File: config.mk
export PLATFORM = sky130hd
export DESIGN_NAME = fts_timestamp_counter
export DESIGN_NICKNAME = d
export VERILOG_FILES = /design/src/fts_pkg.sv /design/src/fts_timestamp_counter.sv
export SDC_FILE = /design/constraint.sdc
export NUM_CORES = 1
export LEC_CHECK = 0
export ABC_AREA = 1
export BUFFER_PORTS_ARGS = -buffer_cell sky130_fd_sc_hd__buf_2
export CORE_UTILIZATION = 50
export CTS_CLUSTER_DIAMETER = 200
export CTS_CLUSTER_SIZE = 14
export DETAILED_ROUTE_END_ITERATION = 12
export GPL_ROUTABILITY_DRIVEN = 1
export PLACE_DENSITY_LB_ADDON = 0.05
export SLEW_MARGIN = 15
export SYNTH_ARGS = -nofsm -noshare
export SYNTH_HDL_FRONTEND = slang
export SYNTH_SLANG_ARGS = --single-unit
File: constraint.sdc
create_clock -name mclk -period 1.6 [get_ports mclk]
set_input_delay 0.24 -clock mclk [delete_from_list [all_inputs] [get_ports mclk]]
set_output_delay 0.24 -clock mclk [all_outputs]
set_load 0.01 [all_outputs]
File: src/fts_pkg.sv
`default_nettype none
package fts_pkg;

	// Register index on the internal register port behind the serial interface.
	localparam int FTS_ADDR_W = 3;
	localparam logic [FTS_ADDR_W-1:0] FTS_OFS_CONFIG = 3'h0;
	localparam logic [FTS_ADDR_W-1:0] FTS_OFS_BYTE_ZERO = 3'h1;
	localparam logic [FTS_ADDR_W-1:0] FTS_OFS_BYTE_ONE = 3'h2;
	localparam logic [FTS_ADDR_W-1:0] FTS_OFS_BYTE_TWO = 3'h3;
	localparam logic [FTS_ADDR_W-1:0] FTS_OFS_BYTE_THREE = 3'h4;

	// Reset values and the writable part of the configuration byte.
	localparam logic [7:0] FTS_CFG_RESET = 8'h00;
	localparam logic [7:0] FTS_CFG_RW_MASK = 8'h1F;
	localparam logic [31:0] FTS_CNT_RESET = 32'h0000_0000;

	// Clock rates: the counter advances at 32 MHz out of the 50 MHz system clock.
	localparam int FTS_MCLK_MHZ = 50;
	localparam int FTS_CNT_MHZ = 32;
	localparam int FTS_PHASE_W = 6;

	// Fixed baseband transmit delay from command to transmit start.
	localparam int FTS_MCLK_PERIOD_NS = 20;
	localparam int FTS_TX_BB_DELAY_NS = 4000;
	localparam int FTS_TX_BB_DELAY_CYC = FTS_TX_BB_DELAY_NS / FTS_MCLK_PERIOD_NS;

	// Configuration byte layout, most significant field first.
	typedef struct packed {
		logic [2:0] reserved;
		logic capture_on_tx_start;
		logic capture_on_rx_start;
		logic clear_on_tx_start;
		logic clear_on_rx_start;
		logic enable;
	} fts_cfg_s;

	// Transmit sequencing, Gray coded along idle, delay, on.
	typedef enum logic [1:0] {
		FTS_TX_IDLE = 2'b00,
		FTS_TX_DELAY = 2'b01,
		FTS_TX_ON = 2'b11
	} fts_tx_e;

endpackage
`default_nettype wire

File: src/fts_timestamp_counter.sv
// Overview of operation
// (RQ1) The 32-bit count is shown as four byte registers, byte zero holding bits 7:0 up to byte three holding bits 31:24.
// (RQ2) A consistent value is guaranteed only when the host reads all four bytes in one block starting at byte zero.
// (RQ3) With enable set the counter runs, with enable clear it is stopped and held at zero.
// (RQ4) The counter clears to zero on a receive frame start or transmit start when the matching clear bit is set.
// (RQ5) An enabled counter does not advance while the transceiver is in reset, sleep or deep sleep.
// (RQ6) The counter advances once per 32 MHz period.
// (RQ7) From its maximum value the counter wraps to zero on the next count.
// (RQ8) With both capture bits clear the count registers show the live counter.
// (RQ9) With any capture bit set the count registers show the last captured value.
// (RQ10) Capture on transmit copies the counter at the rising edge of the power amplifier enable.
// (RQ11) Capture on receive copies the counter at the receive frame start event.
// (RQ12) The transmit start event comes a fixed baseband delay after the transmit command.
// (RQ13) The configuration byte holds capture-tx, capture-rx, clear-tx, clear-rx and enable in bits 4 to 0, reset 0, bits 7:5 read zero.
// (RQ14) A read of byte zero latches all four bytes into a shadow so the later bytes match it.
// (RQ15) When capture and clear hit on the same event, the value before the clear is captured.
`default_nettype none
module fts_timestamp_counter
	import fts_pkg::*;
(
	// Clock and reset.
	input wire logic mclk,
	input wire logic rst_n,
	// Register port from the serial interface.
	input wire logic [FTS_ADDR_W-1:0] reg_addr,
	input wire logic reg_wr,
	input wire logic reg_rd,
	input wire logic [7:0] reg_wdata,
	output logic [7:0] reg_rdata,
	// Transceiver events and state.
	input wire logic trx_halted,
	input wire logic tx_cmd_strobe,
	input wire logic tx_done,
	input wire logic rx_frame_start_irq,
	output logic pa_enable
);

	fts_cfg_s cfg_q;
	logic [31:0] cnt_q;
	logic [31:0] capt_q;
	logic [31:0] shadow_q;
	logic [FTS_PHASE_W-1:0] phase_q;
	logic [FTS_PHASE_W:0] phase_sum;
	logic tick;
	fts_tx_e tx_state_q;
	logic [15:0] dly_q;
	logic pa_q;
	logic pa_prev_q;
	logic tx_start;
	logic capture_mode;
	logic clear_evt;
	logic capture_evt;
	logic [31:0] view;
	logic [7:0] rdata_q;

	// Picks one byte out of a word, byte zero being the least significant.
	function automatic logic [7:0] fts_byte(input logic [31:0] word, input logic [1:0] idx);
		fts_byte = word[8*idx +: 8];
	endfunction

	// Register writes; only the five low bits are stored, the rest stay zero.
	always_ff @(posedge mclk)
	begin
		if (!rst_n)
			cfg_q <= fts_cfg_s'(FTS_CFG_RESET);
		else if (reg_wr && reg_addr == FTS_OFS_CONFIG)
			cfg_q <= fts_cfg_s'(reg_wdata & FTS_CFG_RW_MASK); // RQ13
	end

	// Fractional divider: adds 32 per 50 MHz cycle and ticks on every wrap past 50.
	// The ticks jitter by one system cycle but average exactly 32 MHz.
	assign phase_sum = {1'b0, phase_q} + 7'(FTS_CNT_MHZ);
	assign tick = phase_sum >= 7'(FTS_MCLK_MHZ); // RQ6

	always_ff @(posedge mclk)
	begin
		if (!rst_n)
			phase_q <= '0;
		else if (tick)
			phase_q <= FTS_PHASE_W'(phase_sum - 7'(FTS_MCLK_MHZ));
		else
			phase_q <= FTS_PHASE_W'(phase_sum);
	end

	// Transmit sequencer: holds off the amplifier for the baseband delay after the command.
	always_ff @(posedge mclk)
	begin
		if (!rst_n)
		begin
			tx_state_q <= FTS_TX_IDLE;
			dly_q <= '0;
			pa_q <= 1'b0;
		end
		else
		begin
			case (tx_state_q)
				FTS_TX_IDLE:
					if (tx_cmd_strobe)
					begin
						tx_state_q <= FTS_TX_DELAY;
						dly_q <= 16'(FTS_TX_BB_DELAY_CYC - 1); // RQ12
					end
				FTS_TX_DELAY:
					if (dly_q <= 16'h0001)
					begin
						tx_state_q <= FTS_TX_ON;
						pa_q <= 1'b1; // RQ12
					end
					else
						dly_q <= dly_q - 16'h0001;
				FTS_TX_ON:
					if (tx_done)
					begin
						tx_state_q <= FTS_TX_IDLE;
						pa_q <= 1'b0;
					end
				default:
				begin
					tx_state_q <= FTS_TX_IDLE;
					pa_q <= 1'b0;
				end
			endcase
		end
	end

	// Edge memory for the amplifier enable, which marks the transmit start.
	always_ff @(posedge mclk)
	begin
		if (!rst_n)
			pa_prev_q <= 1'b0;
		else
			pa_prev_q <= pa_q;
	end

	assign tx_start = pa_q && !pa_prev_q; // RQ10
	assign clear_evt = (cfg_q.clear_on_tx_start && tx_start) ||
		(cfg_q.clear_on_rx_start && rx_frame_start_irq); // RQ4
	assign capture_evt = (cfg_q.capture_on_tx_start && tx_start) ||
		(cfg_q.capture_on_rx_start && rx_frame_start_irq); // RQ10 RQ11
	assign capture_mode = cfg_q.capture_on_tx_start || cfg_q.capture_on_rx_start;

	// The counter itself; plain 32-bit addition wraps from all ones to zero.
	always_ff @(posedge mclk)
	begin
		if (!rst_n)
			cnt_q <= FTS_CNT_RESET;
		else if (!cfg_q.enable)
			cnt_q <= FTS_CNT_RESET; // RQ3
		else if (clear_evt)
			cnt_q <= FTS_CNT_RESET; // RQ4
		else if (tick && !trx_halted)
			cnt_q <= cnt_q + 32'h0000_0001; // RQ5 RQ6 RQ7
	end

	// Capture takes the counter as it stands, so a clear in the same cycle comes after it.
	always_ff @(posedge mclk)
	begin
		if (!rst_n)
			capt_q <= FTS_CNT_RESET;
		else if (capture_evt)
			capt_q <= cnt_q; // RQ10 RQ11 RQ15
	end

	assign view = capture_mode ? capt_q : cnt_q; // RQ8 RQ9

	// Byte zero read freezes the whole word; a read in another order may mix two instants.
	always_ff @(posedge mclk)
	begin
		if (!rst_n)
			shadow_q <= FTS_CNT_RESET;
		else if (reg_rd && reg_addr == FTS_OFS_BYTE_ZERO)
			shadow_q <= view; // RQ14 RQ2
	end

	// Read data, one cycle after the strobe; unmapped indices read zero.
	always_ff @(posedge mclk)
	begin
		if (!rst_n)
			rdata_q <= 8'h00;
		else if (reg_rd)
		begin
			case (reg_addr)
				FTS_OFS_CONFIG: rdata_q <= cfg_q; // RQ13
				FTS_OFS_BYTE_ZERO: rdata_q <= fts_byte(view, 2'd0); // RQ1
				FTS_OFS_BYTE_ONE: rdata_q <= fts_byte(shadow_q, 2'd1); // RQ1
				FTS_OFS_BYTE_TWO: rdata_q <= fts_byte(shadow_q, 2'd2); // RQ1
				FTS_OFS_BYTE_THREE: rdata_q <= fts_byte(shadow_q, 2'd3); // RQ1
				default: rdata_q <= 8'h00;
			endcase
		end
	end

	assign reg_rdata = rdata_q;
	assign pa_enable = pa_q;
endmodule // fts_timestamp_counter
`default_nettype wire

# == After elaboration in Yosys (flattened, before gate mapping) ==
# Cells that the tools add are included.
# W data, S select, Z words.
# word_totals
mem_count,0
rom_bits,0
ramBits,0
reg_bits,135
latch_bits,0
in_bits,19
out_inout_bits,9
# op_classes
n_mux,13
n_addsub,4
multipliers,0
n_eq_ne,10
shifts,0
div_mod_pow,0
reduce_logical,20
magnitude_cmp,2
n_bitwise,3
# ops
operator,n
$pmux W8 S5,1
$add A32 B1 Y32 const B,1
$mux W16,2
$mux W32,1
$pmux W16 S2,1
$le A16 B1 Y1 const B,1
$sub A16 B1 Y16 const B,1
$reduce_and A3 Y1,3
$logic_and A1 B1 Y1,8
$ne A2 B2 Y1 const B,4
$add A6 B6 Y7 const B,1
$ge A7 B6 Y1 const B,1
$eq A3 B2 Y1 const B,2
$mux W2,3
$mux W6,1
$pmux W2 S3,1
$sub A6 B6 Y6 const B,1
$eq A3 B1 Y1 const B,1
$eq A3 B3 Y1 const B,1
$logic_not A3 Y1,1
$logic_or A1 B1 Y1,3
$not A1 Y1,3
$pmux W1 S3,1
$reduce_or A3 Y1,1
6 further kinds,8

# == Logic depth before layout (Yosys ltp) ==
# depth
word_depth,5
mapped_depth,13
ltp_nobuf,13

# == Worst setup path after synthesis ==
# OpenSTA, ideal clock, no wires.
# synth_path
path_type,flip-flop to flip-flop
from,register phase_q[1]
to,register cnt_q[22]
arrival_ps,1462
path_stages_with_launch,13
required_time_ps,1536
slack_ps,75
period_less_slack_ps,1525
cell_sequence,dfxtp_1 -> inv_1 -> ha_1 -> nand2_1 -> nand2_1 -> nand3_4 -> nand2_4 -> buf_6 -> nor2_4 -> nand3_1 -> nand2_1 -> inv_1 -> nor2_1
# synth_between
elab_chain_cells,3
# synth_rtl
item,line,text
"start, declared",fts_timestamp_counter.sv:42,logic [FTS_PHASE_W-1:0] phase_q;
"start signal, assigned",fts_timestamp_counter.sv:80,phase_q <= FTS_PHASE_W'(phase_sum - 7'(FTS_MCLK_MHZ));
"start signal, assigned",fts_timestamp_counter.sv:82,phase_q <= FTS_PHASE_W'(phase_sum);
$add A6 B6 Y7,fts_timestamp_counter.sv:72,"assign phase_sum = {1'b0, phase_q} + 7'(FTS_CNT_MHZ);"
$ge A7 B6 Y1,fts_timestamp_counter.sv:73,assign tick = phase_sum >= 7'(FTS_MCLK_MHZ);
$logic_and A1 B1 Y1,fts_timestamp_counter.sv:151,else if (tick && !trx_halted)
"end signal, assigned",fts_timestamp_counter.sv:152,cnt_q <= cnt_q + 32'h0000_0001;
"end, declared",fts_timestamp_counter.sv:39,logic [31:0] cnt_q;
# Every way passes these cells.
# A chain may end at the register's enable or synchronous reset.

# == Final worst setup path ==
# layout_path
from,register phase_q[2]
to,register phase_q[4]
# layout_between
elab_chain_cells,3
elab_cells_between_ends,4
# layout_rtl
item,line,text
$add A6 B6 Y7 (*),fts_timestamp_counter.sv:72,
$sub A6 B6 Y6 / $ge A7 B6 Y1 (equally long branches),"fts_timestamp_counter.sv:80, fts_timestamp_counter.sv:73",
$mux W6 (*),fts_timestamp_counter.sv:79,else if (tick)
# Every way passes the cells marked *; elsewhere a longest branch is shown, timed or not.

==> reports/qor.yml <==
run_status:
  run_status: "finished clean"
power:
  clkPwrFrac: 0.337
  switching_power_mw: 3.64
  vdd_ir_drop_max_uv: 712
  power_report.internal_total_mw: 7.13
  sw_frac_of_total: 0.338
  total_leakage_power_nw: 2.95
  combinationalPowerShare: 0.323
  sequentialPowerShare: 0.339
  cellPowerDensity_mw_per_mm2: 1380
global_routing:
  grt.overflow.total: 0
  largest_net_degree_at_the_start_of_global_routing: 47
  first_global_vias: 5704
  grt_first_pass_wirelength_um: 27600
  grt_util_all_layers: 0.271
  antenna_violations_before_repair: 0
logic_synthesis:
  synthesis.area_per_instance_um2: 6.72
  synth_area_mm2: 0.00634
  netlist_instances: 944
  ys_seq_area_frac: 0.398
  synth-edff-count: 0
  synth.yosys.warnings: 0
  mappedNetlistNets: 968
  yosysTopAreaCell: "sky130_fd_sc_hd__dfxtp_1"
  synth_seq_cells: 126
  postSynth.asyncResetShare: 0
  dominantRegCellSynth: "sky130_fd_sc_hd__dfxtp_1"
  synthMostInstantiatedCell: "sky130_fd_sc_hd__nand2_1"
  dominant_cells_by_area_after_synthesis: "sky130_fd_sc_hd__dfxtp_1 40%, sky130_fd_sc_hd__nand2_1 15%, sky130_fd_sc_hd__a21oi_1 7.8%"
  synth_largest_type_area_fraction: 0.398
  ys_types: 37
  netlist_top_cells_count: "246 x sky130_fd_sc_hd__nand2_1, 126 x sky130_fd_sc_hd__dfxtp_1, 112 x sky130_fd_sc_hd__nor2_1, 99 x sky130_fd_sc_hd__a21oi_1, 85 x sky130_fd_sc_hd__inv_1"
timing:
  finalHoldViolations: 0
  postLayoutSetupSlackWorst_ns: 0.0493
  maxSlewHeadroom: 0.684
  finalSetupViolations: 0
  report.final.slew_viol_count: 0
  fin_worst_skew_ns: 0.00889
  grt_setup_unrepaired: "yes"
  finalCriticalPeriod_ns: 1.55
  clock.fmax_mhz: 645
  setup-tns-final_ns: 0
  post-route-period-util: 0.969
  actual_slew_at_the_worst_max_slew_pin_ns: 0.474
floorplan:
  number_of_placement_rows: 40
  die_height_um: 115
  dieWidth_um: 115
  fp.dieArea_mm2: 0.0131
  pin_count: 28
  floorplan.initialDensity: 0.521
  coreArea_mm2: 0.0122
worst_setup_path:
  worstSetupPathType: "register to register"
  r2r_cells: 9
  library_cell_appearing_most_often_on_the_critical_path: "sky130_fd_sc_hd__buf_4"
  cp-end-kind: "register"
  critical_path_peak_fanout: 4
  cell_chain_of_the_critical_path: "inv_2 -> ha_1 -> nand3_1 -> nand3_4 -> buf_4 -> buf_4 -> buf_4 -> and3_1 -> nor3_1"
  critPathLaunchType: "register"
  max_stage_delay_ns: 0.33
  critical_path_slowest_stage_cell: "sky130_fd_sc_hd__dfxtp_2"
  arrival_ns: 1.89
  worst_ep_required_time_ns: 1.94
placement:
  port-buffer-count: 24
  post-place-cells: 1150
  placement.setup.worst_slack_ns: -0.0905
  place.gp.congestion: 0.894
  dp.final_hpwl_um: 12300
cells_and_area:
  stdcell_count: 1195
  area_delta_synth_final_pct: 23.1
  final_nets: 1038
  n_antenna_cell: 0
  post_route_cells_drive_above_1_share: 0.192
  fillers: 1145
clock_tree:
  cts_root_buf: "sky130_fd_sc_hd__clkbuf_16"
  clock_sinks: 126
  cts_hold_repair.buffers: 0
  cts-buffers-inserted: 17
  h_tree_depth_reported_by_cts: 4
  clock_path_buffers: 2
  clk_pin_slew_worst_paths_ns: 0.05
  clock_latency_ns: 0.42
  tritoncts: "yes"
detailed_routing:
  drc_errors: 0
  drt_first_pass_iters: 6
  viasPerCell: 5.27
  routed_wire_length_per_instance_um: 14.2
  drtIter0Drc: 414
  detailroute.via_count: 6298
  totalWireLength_um: 17000
  detail-route-antenna-nets: 0
min_path:
  hold_depth: 3
  hold_path_class: "primary input to register"
run:
  max_cap_viol: 0
==> power groups by stage <==
stage               sequential, mW  clock [mW]  combinational (mW)
finish                        3.66        3.63                3.48
global route                  3.69        3.86                3.87
CTS                           3.64        3.68                3.05
detailed placement            3.67           0                2.78
global placement              3.65           0                2.69
floorplan                     3.62           0                2.01
==> timing repair <==
item | 4_1_cts | 5_1_grt
hold endpoints to repair | 0 | 0
pin swaps | 9 | 17
gates resized for setup | 21 | 50
endpoints found under the setup margin | 32 | 49
cloned | 1 | 1
setup buffers | 5 | 6
==> logic make-up (layout without fill, tap and decap cells) <==
logic type / count (synthesis) / in the layout / share of synthesized area
compound gates: 203 / 203 / 0.174
flops: 126 / 126 / 0.398
xor+xnor: 9 / 9 / 0.0124
fa+ha+maj: 5 / 5 / 0.00987
simple gates: 472 / 474 / 0.322
buf+inv: 129 / 210 / 0.0839
==> flip-flops by register name, indices dropped and copies added, names as in the netlist <==
register and count:
capt_q 32, cfg_q 5, cnt_q 32, dly_q 16
pa_enable 1, pa_prev_q 1, phase_q 5, reg_rdata 8
shadow_q 24, tx_state_q 2
==> critical path, delay by kind of cell, from the launching register on <==
| kind | cells | cell delay [ns] |
|---|---|---|
| fa+ha+maj | 1 | 0.17 |
| buf+inv | 4 | 0.48 |
| flops | 1 | 0.33 |
| simple gates | 4 | 0.50 |
==> stage by stage <==
step / util / area, um^2 / power (mW) / hold slack, ns
after floorplan: - / 6340 / 5.63 / 0.351
after global placement: 0.570 / 6930 / 6.35 / 0.433
after detailed placement: 0.570 / 6930 / 6.45 / 0.442
after CTS: 0.625 / 7600 / 10.4 / 0.0888
after global routing: 0.642 / 7800 / 11.4 / 0.0932
final: 0.642 / 7800 / 10.8 / 0.0947
==> per-layer routing <==
layer / track usage / routed length (um)
met1: 0.356 / 7830
met4: 0.0667 / 176
met2: 0.442 / 8020
met3: 0.0704 / 961
met5: 0 / 0
==> layout by cell type, fill, tap and decap left out, types with 17 or more instances in the layout <==
master / instances
sky130_fd_sc_hd__buf_2: 24
sky130_fd_sc_hd__nand2_1: 238
sky130_fd_sc_hd__nor2_2: 18
sky130_fd_sc_hd__a211oi_1: 20
sky130_fd_sc_hd__o21ai_0: 68
sky130_fd_sc_hd__inv_1: 78
sky130_fd_sc_hd__dfxtp_1: 117
sky130_fd_sc_hd__buf_4: 56
sky130_fd_sc_hd__a21oi_1: 95
sky130_fd_sc_hd__nand3_1: 64
sky130_fd_sc_hd__nor2_1: 100
sky130_fd_sc_hd__clkbuf_16: 17
==> worst paths after layout <==
kind,from,endpoint,slack [ns]
min reg2reg,capt_q[15],capt_q[15],0.45
max,phase_q[2],phase_q[4],0.05
max reg2reg,phase_q[2],phase_q[4],0.05
min,reg_wdata[2],cfg_q[2],0.09
==> cell type report <==
type / instances / area, um^2 / share of cell area
multi-input combinational: 691 / 3480 / 0.446
sequential: 126 / 2540 / 0.325
timing repair buffer: 89 / 677 / 0.0867
clock buffer: 27 / 503 / 0.0644
inverter: 89 / 342 / 0.0438
tap: 168 / 210 / 0.0269
clock inverter: 5 / 55.1 / 0.00705
(Power assumes the default switching activity.)
